## config.mk

```make
export PLATFORM = sky130hd
export DESIGN_NAME = ptmr_top
export DESIGN_NICKNAME = d
export VERILOG_FILES = /design/src/design/ptmr_pkg.sv /design/src/design/ptmr_top.sv
export SDC_FILE = /design/constraint.sdc
export NUM_CORES = 1
export LEC_CHECK = 0
export CAP_MARGIN = 20
export CORE_UTILIZATION = 64
export DETAILED_ROUTE_END_ITERATION = 10
export DONT_BUFFER_PORTS = 1
export PLACE_DENSITY = 0.8
export SKIP_LAST_GASP = 1
export SYNTH_ARGS = -nofsm -noshare
export SYNTH_HDL_FRONTEND = slang
export SYNTH_SLANG_ARGS = --single-unit
```

## constraint.sdc

```tcl
create_clock -name i_mclk -period 2.98 [get_ports i_mclk]
set_clock_uncertainty 0.15 [all_clocks]
set_input_delay 0.447 -clock i_mclk [delete_from_list [all_inputs] [get_ports i_mclk]]
set_output_delay 0.447 -clock i_mclk [all_outputs]
set_load 0.005 [all_outputs]
```

## src/design/ptmr_pkg.sv

```systemverilog
// Package for the periodic timer register block.
// Assumes an APB slave with 32-bit data, one byte register per aligned word.
package ptmr_pkg;
	// ----------------------------------------
	// Register map (byte addresses)
	// ----------------------------------------
	localparam logic [7:0] OFS_CTRL0 = 8'h00;
	localparam logic [7:0] OFS_CTRL1 = 8'h04;
	localparam logic [7:0] OFS_CNT_LO = 8'h08;
	localparam logic [7:0] OFS_CNT_HI = 8'h0C;
	localparam logic [7:0] OFS_CMPA_LO = 8'h10;
	localparam logic [7:0] OFS_CMPA_HI = 8'h14;
	localparam logic [7:0] OFS_CMPP_LO = 8'h18;
	localparam logic [7:0] OFS_CMPP_HI = 8'h1C;
	localparam logic [7:0] RST_CTRL = 8'h00;
	localparam logic [9:0] RST_VAL10 = 10'h000;
	localparam logic [9:0] CNT_MAX = 10'h3FF;
	// ----------------------------------------
	// Field positions
	// ----------------------------------------
	localparam int POS_PAUSE = 7;
	localparam int POS_CKSEL = 4;
	localparam int POS_ON = 3;
	localparam int POS_MODE = 6;
	localparam int POS_IOSEL = 4;
	localparam int POS_OC = 3;
	localparam int POS_POL = 2;
	localparam int POS_CAPTS = 1;
	localparam int POS_CCLR = 0;
	// ----------------------------------------
	// Prescaler counts
	// ----------------------------------------
	localparam logic [5:0] DIV_SYS4 = 6'h03;
	localparam logic [5:0] DIV_H16 = 6'h0F;
	localparam logic [5:0] DIV_H64 = 6'h3F;
	// ----------------------------------------
	// Types
	// ----------------------------------------
	typedef enum logic [1:0] {
		PTMR_CMP = 2'h0, PTMR_CAP = 2'h1, PTMR_PWM = 2'h2, PTMR_TMR = 2'h3
	} ptmr_mode_e;
	typedef enum logic [2:0] {
		CK_SYS4 = 3'h0, CK_SYS = 3'h1, CK_H16 = 3'h2, CK_H64 = 3'h3,
		CK_TBC = 3'h4, CK_H = 3'h5, CK_EXTR = 3'h6, CK_EXTF = 3'h7
	} ptmr_cksel_e;
	typedef enum logic [2:0] {
		ST_IDLE = 3'b001, ST_SETUP = 3'b010, ST_ACCESS = 3'b100
	} ptmr_apb_e;
	typedef struct packed {
		logic psel;
		logic penable;
		logic pwrite;
		logic [7:0] paddr;
		logic [31:0] pwdata;
	} ptmr_apb_req_s;
	typedef struct packed {
		logic pready;
		logic pslverr;
		logic [31:0] prdata;
	} ptmr_apb_rsp_s;
	typedef struct packed {
		logic cap_evt;
		logic match_a;
		logic match_p;
	} ptmr_evt_s;
endpackage : ptmr_pkg

```

## src/design/ptmr_top.sv

```systemverilog
// Periodic 10-bit timer: control registers, counter, compare and output logic.
// Assumes one clock i_mclk; external pins, high clock and time-base clock arrive asynchronously.
`timescale 1ns/100ps
// Behaviour
// - Pause bit holds the counter; clearing it resumes from the held value.
// - Three-bit clock select picks prescaled internal clocks or external pin edges.
// - On bit rising clears counter; falling keeps counter value.
// - On bit low stops counting; high lets counter run.
// - In compare mode, on bit rising restores output to initial level.
// - Two-bit mode field selects compare, capture, PWM/pulse or timer mode.
// - Compare mode, A match: none, low, high or toggle output.
// - PWM mode: force inactive, force active, PWM or single pulse.
// - Capture mode: rising, falling, both edges or disabled capture.
// - Compare mode: no output change when requested level equals initial.
// - Output control bit sets initial level or PWM active level.
// - Polarity bit inverts output pin; no effect in timer mode.
// - Capture source: timer input pin when 0, external count pin when 1.
// - Clear-select 1 clears on A match; 0 on P match or overflow.
// - Overflow clears the counter only when compare P is zero.
// - Clear-select ignored in PWM, single pulse and capture modes; in capture mode it still masks the P match event.
// - Counter readable as low byte plus two-bit high byte.
// - Compare A and P are 10-bit read/write byte pairs.
// - Unimplemented bits read as zero.
// - Low bytes pass through shared buffer, moved on high-byte access.
module ptmr_top (
	input wire logic i_mclk,
	input wire logic i_rst_n,
	input wire ptmr_pkg::ptmr_apb_req_s i_apb,
	output ptmr_pkg::ptmr_apb_rsp_s o_apb,
	input wire logic i_high_clk,
	input wire logic i_tbc_clk,
	input wire logic i_ext_count_pin,
	input wire logic i_timer_pin_in,
	output logic o_timer_output_pin,
	output logic [9:0] o_capture_value,
	output ptmr_pkg::ptmr_evt_s o_evt
);
	import ptmr_pkg::*;

	// ----------------------------------------
	// Registers
	// ----------------------------------------
	logic [7:0] ctrl0_r;
	logic [7:0] ctrl1_r;
	logic [9:0] cnt_r;
	logic [9:0] cmpa_r;
	logic [9:0] cmpp_r;
	logic [7:0] lbuf_r;
	logic on_d_r;
	logic out_r;
	logic pulse_done_r;
	logic [5:0] div_sys_r;
	logic [5:0] div_h_r;
	ptmr_apb_e apb_st_r;
	ptmr_apb_rsp_s rsp_r;
	ptmr_evt_s evt_r;
	logic [9:0] cap_r;
	logic pin_r;

	wire logic pause = ctrl0_r[POS_PAUSE];
	wire logic on = ctrl0_r[POS_ON];
	wire ptmr_cksel_e cksel = ptmr_cksel_e'(ctrl0_r[POS_CKSEL +: 3]);
	wire ptmr_mode_e mode = ptmr_mode_e'(ctrl1_r[POS_MODE +: 2]);
	wire logic [1:0] iosel = ctrl1_r[POS_IOSEL +: 2];
	wire logic oc = ctrl1_r[POS_OC];
	wire logic pol = ctrl1_r[POS_POL];
	wire logic capts = ctrl1_r[POS_CAPTS];
	wire logic cclr = ctrl1_r[POS_CCLR];

	// ----------------------------------------
	// Input synchronisers
	// ----------------------------------------
	// Three stages per asynchronous input; stage 0 feeds only stage 1.
	logic [2:0] sy_h_r, sy_t_r, sy_e_r, sy_p_r;
	logic h_st_r, t_st_r, e_st_r, p_st_r;
	always_ff @(posedge i_mclk or negedge i_rst_n) begin
		if (!i_rst_n) begin
			sy_h_r <= 3'h0;
			sy_t_r <= 3'h0;
			sy_e_r <= 3'h0;
			sy_p_r <= 3'h0;
		end else begin
			sy_h_r <= {sy_h_r[1:0], i_high_clk};
			sy_t_r <= {sy_t_r[1:0], i_tbc_clk};
			sy_e_r <= {sy_e_r[1:0], i_ext_count_pin};
			sy_p_r <= {sy_p_r[1:0], i_timer_pin_in};
		end
	end

	// A level counts once the second and third stages agree.
	always_ff @(posedge i_mclk or negedge i_rst_n) begin
		if (!i_rst_n) begin
			h_st_r <= 1'b0;
			t_st_r <= 1'b0;
			e_st_r <= 1'b0;
			p_st_r <= 1'b0;
		end else begin
			if (sy_h_r[1] == sy_h_r[2]) h_st_r <= sy_h_r[2];
			if (sy_t_r[1] == sy_t_r[2]) t_st_r <= sy_t_r[2];
			if (sy_e_r[1] == sy_e_r[2]) e_st_r <= sy_e_r[2];
			if (sy_p_r[1] == sy_p_r[2]) p_st_r <= sy_p_r[2];
		end
	end
	wire logic h_rise = (sy_h_r[1] == sy_h_r[2]) && sy_h_r[2] && !h_st_r;
	wire logic t_rise = (sy_t_r[1] == sy_t_r[2]) && sy_t_r[2] && !t_st_r;
	wire logic e_rise = (sy_e_r[1] == sy_e_r[2]) && sy_e_r[2] && !e_st_r;
	wire logic e_fall = (sy_e_r[1] == sy_e_r[2]) && !sy_e_r[2] && e_st_r;
	wire logic p_rise = (sy_p_r[1] == sy_p_r[2]) && sy_p_r[2] && !p_st_r;
	wire logic p_fall = (sy_p_r[1] == sy_p_r[2]) && !sy_p_r[2] && p_st_r;

	// ----------------------------------------
	// Prescalers and clock select
	// ----------------------------------------
	// Prescalers free-run; the divided tick is a one-cycle enable, not a clock.
	always_ff @(posedge i_mclk or negedge i_rst_n) begin
		if (!i_rst_n) begin
			div_sys_r <= 6'h00;
			div_h_r <= 6'h00;
		end else begin
			div_sys_r <= (div_sys_r == DIV_SYS4) ? 6'h00 : div_sys_r + 6'h01;
			if (h_rise) div_h_r <= div_h_r + 6'h01;
		end
	end

	logic tick;
	always_comb begin
		case (cksel)
			CK_SYS4: tick = (div_sys_r == DIV_SYS4);
			CK_SYS: tick = 1'b1;
			CK_H16: tick = h_rise && ((div_h_r & DIV_H16) == DIV_H16);
			CK_H64: tick = h_rise && (div_h_r == DIV_H64);
			CK_TBC: tick = t_rise;
			CK_H: tick = h_rise;
			CK_EXTR: tick = e_rise;
			CK_EXTF: tick = e_fall;
			default: tick = 1'b0;
		endcase
	end

	// ----------------------------------------
	// Counter
	// ----------------------------------------
	wire logic on_rise = on && !on_d_r;
	wire logic run = on && !pause;
	wire logic hit_a = run && tick && (cnt_r == cmpa_r);
	wire logic hit_p = run && tick && (cnt_r == cmpp_r) && (cmpp_r != RST_VAL10);
	wire logic ovf = run && tick && (cnt_r == CNT_MAX);
	logic clr;
	// clear source; clear-select unused outside compare and timer modes.
	always_comb begin
		if (mode == PTMR_CMP || mode == PTMR_TMR)
			clr = cclr ? hit_a : (hit_p || (ovf && cmpp_r == RST_VAL10));
		else if (mode == PTMR_PWM)
			clr = hit_p || (ovf && cmpp_r == RST_VAL10);
		else
			clr = ovf && cmpp_r == RST_VAL10;
	end

	always_ff @(posedge i_mclk or negedge i_rst_n) begin
		if (!i_rst_n) begin
			cnt_r <= RST_VAL10;
			on_d_r <= 1'b0;
		end else begin
			on_d_r <= on;
			if (on_rise) cnt_r <= RST_VAL10;
			else if (clr) cnt_r <= RST_VAL10;
			else if (run && tick) cnt_r <= cnt_r + 10'h001;
		end
	end

	// ----------------------------------------
	// Output pin
	// ----------------------------------------
	// output stage; holds naturally when target equals level.
	always_ff @(posedge i_mclk or negedge i_rst_n) begin
		if (!i_rst_n) begin
			out_r <= 1'b0;
			pulse_done_r <= 1'b0;
		end else begin
			if (on_rise) pulse_done_r <= 1'b0;
			case (mode)
				PTMR_CMP: begin
					if (on_rise) out_r <= oc;
					else if (hit_a && iosel == 2'h1) out_r <= 1'b0;
					else if (hit_a && iosel == 2'h2) out_r <= 1'b1;
					else if (hit_a && iosel == 2'h3) out_r <= !out_r;
				end
				PTMR_PWM: begin
					case (iosel)
						2'h0: out_r <= !oc;
						2'h1: out_r <= oc;
						2'h2: out_r <= (on && cnt_r < cmpa_r) ? oc : !oc;
						default: begin
							out_r <= (on && !pulse_done_r) ? oc : !oc;
							if (hit_a) pulse_done_r <= 1'b1;
						end
					endcase
				end
				default: out_r <= out_r;
			endcase
		end
	end

	// polarity, not applied in timer mode.
	always_ff @(posedge i_mclk or negedge i_rst_n) begin
		if (!i_rst_n) pin_r <= 1'b0;
		else if (mode == PTMR_TMR) pin_r <= 1'b0;
		else pin_r <= out_r ^ pol;
	end

	// ----------------------------------------
	// Capture
	// ----------------------------------------
	wire logic src_rise = capts ? e_rise : p_rise;
	wire logic src_fall = capts ? e_fall : p_fall;
	logic cap_hit;
	always_comb begin
		case (iosel)
			2'h0: cap_hit = src_rise;
			2'h1: cap_hit = src_fall;
			2'h2: cap_hit = src_rise || src_fall;
			default: cap_hit = 1'b0;
		endcase
	end
	wire logic cap_evt = (mode == PTMR_CAP) && on && cap_hit;

	always_ff @(posedge i_mclk or negedge i_rst_n) begin
		if (!i_rst_n) begin
			cap_r <= RST_VAL10;
			evt_r <= '0;
		end else begin
			if (cap_evt) cap_r <= cnt_r;
			evt_r <= '{cap_evt: cap_evt, match_a: hit_a, match_p: hit_p && !(mode != PTMR_PWM && cclr)};
		end
	end

	// ----------------------------------------
	// APB slave
	// ----------------------------------------
	wire logic acc = i_apb.psel && i_apb.penable && (apb_st_r == ST_ACCESS);
	wire logic wr = acc && i_apb.pwrite;
	// A read snaps the buffer as its answer is registered, so both bytes come from one count.
	wire logic rd_snap = i_apb.psel && !i_apb.pwrite && (apb_st_r == ST_SETUP);
	wire logic [7:0] wd = i_apb.pwdata[7:0];

	// Three-state slave: every access completes with one wait state.
	always_ff @(posedge i_mclk or negedge i_rst_n) begin
		if (!i_rst_n) apb_st_r <= ST_IDLE;
		else begin
			case (apb_st_r)
				ST_IDLE: apb_st_r <= (i_apb.psel && !i_apb.penable) ? ST_SETUP : ST_IDLE;
				ST_SETUP: apb_st_r <= ST_ACCESS;
				ST_ACCESS: apb_st_r <= ST_IDLE;
				default: apb_st_r <= ST_IDLE;
			endcase
		end
	end

	// register writes; low bytes land in the shared buffer only.
	always_ff @(posedge i_mclk or negedge i_rst_n) begin
		if (!i_rst_n) begin
			ctrl0_r <= RST_CTRL;
			ctrl1_r <= RST_CTRL;
			cmpa_r <= RST_VAL10;
			cmpp_r <= RST_VAL10;
			lbuf_r <= 8'h00;
		end else if (wr) begin
			case (i_apb.paddr)
				OFS_CTRL0: ctrl0_r <= {wd[7:3], 3'h0};
				OFS_CTRL1: ctrl1_r <= wd;
				OFS_CMPA_LO, OFS_CMPP_LO: lbuf_r <= wd;
				OFS_CMPA_HI: cmpa_r <= {wd[1:0], lbuf_r};
				OFS_CMPP_HI: cmpp_r <= {wd[1:0], lbuf_r};
				default: lbuf_r <= lbuf_r;
			endcase
		end else if (rd_snap) begin
			// high-byte read latches the low byte.
			case (i_apb.paddr)
				OFS_CNT_HI: lbuf_r <= cnt_r[7:0];
				OFS_CMPA_HI: lbuf_r <= cmpa_r[7:0];
				OFS_CMPP_HI: lbuf_r <= cmpp_r[7:0];
				default: lbuf_r <= lbuf_r;
			endcase
		end
	end

	logic [7:0] rdat;
	// read mux; upper bits and unused fields read zero.
	always_comb begin
		case (i_apb.paddr)
			OFS_CTRL0: rdat = ctrl0_r;
			OFS_CTRL1: rdat = ctrl1_r;
			OFS_CNT_LO, OFS_CMPA_LO, OFS_CMPP_LO: rdat = lbuf_r;
			OFS_CNT_HI: rdat = {6'h00, cnt_r[9:8]};
			OFS_CMPA_HI: rdat = {6'h00, cmpa_r[9:8]};
			OFS_CMPP_HI: rdat = {6'h00, cmpp_r[9:8]};
			default: rdat = 8'h00;
		endcase
	end
	wire logic mapped = (i_apb.paddr[1:0] == 2'h0) && (i_apb.paddr <= OFS_CMPP_HI);

	// Response registered; pready pulses in the access cycle after setup.
	always_ff @(posedge i_mclk or negedge i_rst_n) begin
		if (!i_rst_n) rsp_r <= '0;
		else if (apb_st_r == ST_SETUP) rsp_r <= '{pready: 1'b1, pslverr: !mapped, prdata: {24'h00_0000, rdat}};
		else rsp_r <= '0;
	end

	assign o_apb = rsp_r;
	assign o_timer_output_pin = pin_r;
	assign o_capture_value = cap_r;
	assign o_evt = evt_r;

	// ----------------------------------------
	// Checks
	// ----------------------------------------
	chk_on_clear: assert property (@(posedge i_mclk) disable iff (!i_rst_n)
		on_rise |=> cnt_r == RST_VAL10) else $error("counter not cleared on enable");
	chk_pause_hold: assert property (@(posedge i_mclk) disable iff (!i_rst_n)
		(pause && on_d_r && on) |=> $stable(cnt_r) || $past(on_rise)) else $error("counter moved while paused");
	chk_off_hold: assert property (@(posedge i_mclk) disable iff (!i_rst_n)
		(!on && !$rose(on)) |=> $stable(cnt_r)) else $error("counter moved while off");
	chk_init_level: assert property (@(posedge i_mclk) disable iff (!i_rst_n)
		(on_rise && mode == PTMR_CMP) |=> out_r == $past(oc)) else $error("initial level not restored");
	chk_cmp_high: assert property (@(posedge i_mclk) disable iff (!i_rst_n)
		(mode == PTMR_CMP && hit_a && !on_rise && iosel == 2'h2) |=> out_r) else $error("A match did not drive high");
	chk_ovf_gate: assert property (@(posedge i_mclk) disable iff (!i_rst_n)
		(cmpp_r != RST_VAL10 && !hit_a && !hit_p) |-> !clr) else $error("counter cleared without a match");
	chk_pol_pin: assert property (@(posedge i_mclk) disable iff (!i_rst_n)
		mode != PTMR_TMR |=> pin_r == ($past(out_r) ^ $past(pol))) else $error("pin polarity wrong");
	chk_cap_take: assert property (@(posedge i_mclk) disable iff (!i_rst_n)
		cap_evt |=> cap_r == $past(cnt_r) && evt_r.cap_evt) else $error("capture not taken");
	chk_rd_zero: assert property (@(posedge i_mclk) disable iff (!i_rst_n)
		(apb_st_r == ST_SETUP && i_apb.paddr == OFS_CNT_HI) |=> rsp_r.prdata[31:2] == 30'h0) else $error("reserved bits");
endmodule : ptmr_top
```

### Yosys cells after proc, flatten, opt, wreduce, memory -nomap -nowiden

Index checks and enable logic that the tools add are counted.

* $add $sub $neg: 3
* $lt $le $gt $ge: 2
* equality and inequality tests: 36
* multiplexer cells: 32
* bitwise logic cells: 1
* reductions and logical operators: 76

Operators with widths (count)
* 8-bit case mux with 6 select lines: 1
* 1-bit logical AND: 38
* 34-bit two-way mux: 1
* 8-bit by 5-bit == test with 1-bit output (second input constant): 4
* 10-bit two-way mux: 3
* 8-bit two-way mux: 3
* 8-bit case mux with 3 select lines: 1
* 10-bit == test: 2
* 8-bit by 4-bit == test with 1-bit output (second input constant): 2
* 1-bit two-way mux: 16
* 3-bit == test (second input constant): 5
* 1-bit logical NOT: 15
* 6-bit by 1-bit adder with 6-bit output (second input constant): 2
* 10-bit by 1-bit adder with 10-bit output (second input constant): 1
* 10-bit == test (second input constant): 1
* 10-bit logical NOT: 1
* 10-bit < comparator: 1
* 2-bit AND reduction: 5
* 10-bit nonzero test: 1
* 3-bit by 2-bit == test with 1-bit output (second input constant): 3
* 2-bit == test (second input constant): 4
* 8-bit by 3-bit == test with 1-bit output (second input constant): 1
* 8-bit by 5-bit less-or-equal comparator with 1-bit output (second input constant): 1
* 8-bit logical NOT: 1
* other kinds (25): 37

* flip-flop bits (word level): 133
* input port bits: 49
* output and inout port bits: 48
* logic and storage cells: 178

### Logic depth before layout (Yosys ltp)

* word-level depth: 13
* gate-level depth with buffers: 9

### Worst setup path before layout

OpenSTA, ideal clock, no wires.

* path type: register to register
* start point: register div_sys_r[3]
* end point: register out_r
* setup time: 0.127 ns
* arrival time: 1.984 ns
* setup slack: 0.718 ns
* stages on the path, launching flop included: 7
* path buffers: 0
* cell sequence: dfrtp_1 > or3_4 > nor3b_4 > a2111oi_4 > or4b_1 > a211oi_2 > o41ai_1

* longest elaborated chain between the ends: 9
* elaborated cells on any way between the ends: 13

RTL lines
* start: declaration: line ptmr_top.sv:52 `logic [5:0] div_sys_r;`
* start signal: assignment: line ptmr_top.sv:120 `div_sys_r <= (div_sys_r == DIV_SYS4) ? 6'h00 : div_sys_r + 6'h01;`
* 6-bit by 2-bit == test with 1-bit output *: line ptmr_top.sv:128 `CK_SYS4: tick = (div_sys_r == DIV_SYS4);`
* 1-bit case mux with 8 select lines *: line ptmr_top.sv:127 `case (cksel)`
* 1-bit logical AND * (2 in a row): line ptmr_top.sv:145 `wire logic hit_a = run && tick && (cnt_r == cmpa_r);`
* 1-bit logical AND: line ptmr_top.sv:185 `else if (hit_a && iosel == 2'h2) out_r <= 1'b1;`
* 1-bit two-way mux: line ptmr_top.sv:185
* 1-bit two-way mux: line ptmr_top.sv:184 `else if (hit_a && iosel == 2'h1) out_r <= 1'b0;`
* 1-bit two-way mux: line ptmr_top.sv:183 `if (on_rise) out_r <= oc;`
* 1-bit case mux with 2 select lines: line ptmr_top.sv:181 `case (mode)`
* end signal: assignment: line ptmr_top.sv:186 `else if (hit_a && iosel == 2'h3) out_r <= !out_r;`
* end signal: assignment: line ptmr_top.sv:190 `2'h0: out_r <= !oc;`
* end signal: assignment: line ptmr_top.sv:192 `2'h2: out_r <= (on && cnt_r < cmpa_r) ? oc : !oc;`
* end: declaration: line ptmr_top.sv:50 `logic out_r;`

Every way passes the cells marked *; elsewhere a longest branch is shown, timed or not.
A chain may end at the register's enable or synchronous reset.

### Worst setup path after layout

* start point: register apb_st_r[0]
* end point: register cmpp_r[7]

* longest elaborated chain between the ends: 4

RTL lines
* start: declaration: line ptmr_top.sv:54 `ptmr_apb_e apb_st_r;`
* start signal: assignment: line ptmr_top.sv:251 `ST_IDLE: apb_st_r <= (i_apb.psel && !i_apb.penable) ? ST_SETUP : ST_IDLE;`
* 3-bit == test: line ptmr_top.sv:240 `wire logic acc = i_apb.psel && i_apb.penable && (apb_st_r == ST_ACCESS);`
* 1-bit logical AND: line ptmr_top.sv:240
* 1-bit logical AND: line ptmr_top.sv:241 `wire logic wr = acc && i_apb.pwrite;`
* 2-bit AND reduction (no line)
* end signal: assignment: line ptmr_top.sv:273 `OFS_CMPP_HI: cmpp_r <= {wd[1:0], lbuf_r};`
* end: declaration: line ptmr_top.sv:47 `logic [9:0] cmpp_r;`

No other way between the ends.

==> results.json <==
{
  "overflow": 0,
  "slowest_stage": "nor2_1",
  "diodes": 0,
  "cpPeakStageDelay_ns": 0.64,
  "multi_input_area_um2": 2555,
  "clk_latency_ns": 0.38,
  "leakage_nw": 2.724,
  "hpwl_um": 7957,
  "drv_cap": 0,
  "hold_path.class": "input port to asynchronous set/reset pin",
  "synth_area_per_cell_um2": 10.36,
  "gr-usage-all-layers_pct": 27.07,
  "synth-adder-area-share_pct": 5.193,
  "synth_area_um2": 5542,
  "synth_compound_area_share_pct": 10.66,
  "rr_endpoint": "cmpp_r[7]",
  "cts_hold_buf": 5,
  "seq_power_share_pct": 61.7,
  "worstPathMaxFanout": 13,
  "internal_power_w": 0.001897,
  "fp.dieH_um": 95.05,
  "synthSimpleGateAreaFrac_pct": 15.29,
  "cts_tree": "yes",
  "first_pass_iters": 4,
  "synthTopCellsByArea": "dfrtp_1 48%, mux2_2 8.1%, ha_1 5.2%, nand2_1 4.0%, buf_4 3.4%",
  "final-hold-violation-count": 108,
  "min_period_ns": 2.639,
  "die_width_um": 95.05,
  "period_share_pct": 88.56,
  "synth-seq-cells": 108,
  "root_buffer": "clkbuf_8",
  "cts_resized": 0,
  "cts.clk_slew.worst_paths_ns": 0.12,
  "crit_start": "apb_st_r[0]",
  "cp.arrival_ns": 2.76,
  "setup-tns-final_ns": 0,
  "hold_ws_ns": -0.4097,
  "ir_worst_vdd_mv": 0.3054,
  "r2r_setup_slack_ns": 0.34,
  "area_growth_pct": 4.900,
  "rr_startpoint": "apb_st_r[0]",
  "n_fill_cell": 610,
  "coreArea_um2": 8299,
  "synth_edf_count": 0,
  "worstPathRequired_ns": 3.10,
  "totalWireLength_um": 11140,
  "fmax_ghz": 0.3789,
  "start_util_pct": 66.77,
  "setup_violations": 0,
  "synth_top_cell_by_area": "dfrtp_1",
  "ios": 97,
  "routedWlPerCell_um": 17.19,
  "clkPwrFrac_pct": 34.4,
  "gp_congestion": 0.8671,
  "clockBufferDepth": 2,
  "portBuffers": 0,
  "ant_nets": 0,
  "vias_per_cell": 5.921,
  "die_area_um2": 9035,
  "seqCellArea_um2": 2704,
  "rsz0062_at_grt": "false",
  "combPwrFrac_pct": 3.9,
  "grt_pass1_wl_um": 18230,
  "cts_setup_buffers": 0,
  "htree_levels": 3,
  "fin_ws_ns": 0.3408,
  "cts_made_buffers": 9,
  "synthXorXnorAreaFrac_pct": 4.583,
  "netlist.area_leader.share_pct": 48.32,
  "clock-sinks": 108,
  "dpl_worst_slack_ns": 0.3503,
  "synth.area.mux_share_pct": 8.670,
  "grt_pass1_vias": 3737,
  "switching_share_pct": 24.92,
  "drt_drc_violations_left": 0,
  "grt_max_degree": 109,
  "drive_above_1_share_pct": 14.55,
  "synth_ff_type": "dfrtp_1",
  "async_flop_share_pct": 100.0,
  "drt_iter0_drc": 246,
  "synth_cell_types": 58,
  "yosysSeqAreaShare_pct": 48.79,
  "ff2ff_path_depth": 5,
  "worstMarginPinSlew_ns": 0.8303,
  "syn-instance-count": 535,
  "powerDensity_nw_per_um2": 434.6,
  "nets": 610,
  "path_class": "register to register",
  "violations": "hold timing",
  "start_kind": "register",
  "synth_top_family_by_area": "simple AND/OR/NAND/NOR gates",
  "antenna_found_initial": 0,
  "cp_cell_sequence": "nand4b_1, nor2_1, buf_4, nand3_1, mux2_2",
  "relSlewSlack_pct": 44.44,
  "slew_violations": 0,
  "switchingPower_w": 0.0006294,
  "yosysWarnings": 0,
  "outcome": "finished with violations",
  "fp-row-count": 33,
  "vias": 3837,
  "end_kind": "register"
}
-- power groups by stage --
stage	registers, W	logic [W]	clock network (W)
2_1_floorplan	0.00157	0.000112	0
5_1_grt	0.00156	0.000119	0.000939
3_5_place_dp	0.00159	0.0000939	0
3_3_place_gp	0.00158	0.0000888	0
4_1_cts	0.00156	0.0000996	0.000881
6_report	0.00156	0.0000996	0.000869
-- through the flow --
step / power [W] / utilization [%] / cell area [um2] / std cells
after global routing: 0.002622 / 70.04 / 5813 / 648
after global placement: 0.001668 / 67.07 / 5567 / 626
final: 0.002526 / 70.04 / 5813 / 648
after CTS: 0.002537 / 69.95 / 5806 / 647
after floorplan: 0.001686 / - / 5628 / 558
after detailed placement: 0.001679 / 67.07 / 5567 / 626
-- cell type report --
cell class | count | share of cell area (%)
Clock inverter | 7 | 1.119
Multi-Input combinational cell | 377 | 43.95
Tap cell | 105 | 2.260
Sequential cell | 108 | 46.51
Timing Repair Buffer | 17 | 2.411
Clock buffer | 9 | 2.131
Inverter | 25 | 1.614
-- placed cells by master, fill, tap and decap left out, types with 2 or more instances in the layout --
| master | count |
|---|---|
| buf_4 | 12 |
| nand2b_1 | 4 |
| a222oi_1 | 3 |
| a21oi_1 | 18 |
| or3_1 | 2 |
| nor3b_1 | 5 |
| nor2b_1 | 11 |
| xnor2_1 | 18 |
| nor3_1 | 7 |
| dlygate4sd3_1 | 5 |
| and2_1 | 2 |
| mux2_2 | 40 |
| o21ai_0 | 35 |
| nand4_1 | 7 |
| conb_1 | 24 |
| xor2_1 | 11 |
| nor4_1 | 7 |
| mux2i_1 | 3 |
| a31oi_1 | 3 |
| a211oi_1 | 5 |
| dfrtp_1 | 107 |
| clkbuf_8 | 9 |
| o41ai_1 | 2 |
| o31ai_1 | 2 |
| and3_1 | 3 |
| ha_1 | 23 |
| nand2_1 | 59 |
| nor3_2 | 2 |
| nor2_1 | 30 |
| nand3_1 | 13 |
| nand3b_1 | 4 |
| inv_6 | 2 |
| inv_1 | 25 |
| o21a_1 | 3 |
| o211ai_1 | 8 |
| inv_8 | 3 |
-- worst max-delay path, delay by kind of cell (launching register included) --
kind	cells	cell delay, ns
simple gates	3	1.25
mux	1	0.45
flops	1	0.39
buf+inv	1	0.29
-- worst max-delay path by stage --
stage,endpoint,cells past startpoint
2_1_floorplan,out_r,6
3_3_place_gp,cmpp_r[3],5
3_5_place_dp,cmpp_r[6],5
4_1_cts,cmpp_r[6],5
5_1_grt,cmpp_r[6],5
6_report,cmpp_r[7],5
-- cells in the mapped netlist, types with 2 or more instances --
library cell	number
and2_1	2
o41ai_1	2
nand2b_1	4
o21a_1	3
a211oi_1	5
buf_2	5
dfrtp_1	107
and3_1	3
mux2_2	40
inv_1	25
xor2_1	11
mux2i_1	3
o21ai_0	35
ha_1	23
nor2_1	30
nor4_1	7
nand2_1	59
nand4_1	7
nor2b_1	11
a31oi_1	3
or3_1	2
o31ai_1	2
xnor2_1	18
nand3_1	13
nand3b_1	4
buf_4	25
clkbuf_1	18
a222oi_1	3
o211ai_1	8
nor3b_1	5
nor3_1	8
a21oi_1	18
-- kinds of logic after synthesis --
family | count (synthesis)
adders and majority gates | 23
and+or+nand+nor | 167
xor gates and xnor gates | 29
muxes | 43
AOI/OAI and AO/OA | 91
DFF | 108
other | 1
buffers and inverters | 73
-- state kept, by name, indices dropped and copies added (netlist names), 3 cells and up --
signal and count:
cmpa_r 10, o_apb 9, cmpp_r 10, o_evt 3, ctrl0_r 5, div_sys_r 6
o_capture_value 10, ctrl1_r 8, sy_h_r 3, sy_e_r 3, sy_p_r 3, sy_t_r 3
div_h_r 6, lbuf_r 8, apb_st_r 3, cnt_r 10
-- routing by layer --
layer	global-route usage, %	wire [um]	up-vias
met1	37.67	4892	1865
met3	5.104	908	15
met2	41.97	5144	139
met5	0	0	-
li1	-	-	1818
met4	10.98	192	0
No activity file was read; power rests on OpenSTA's default activity.
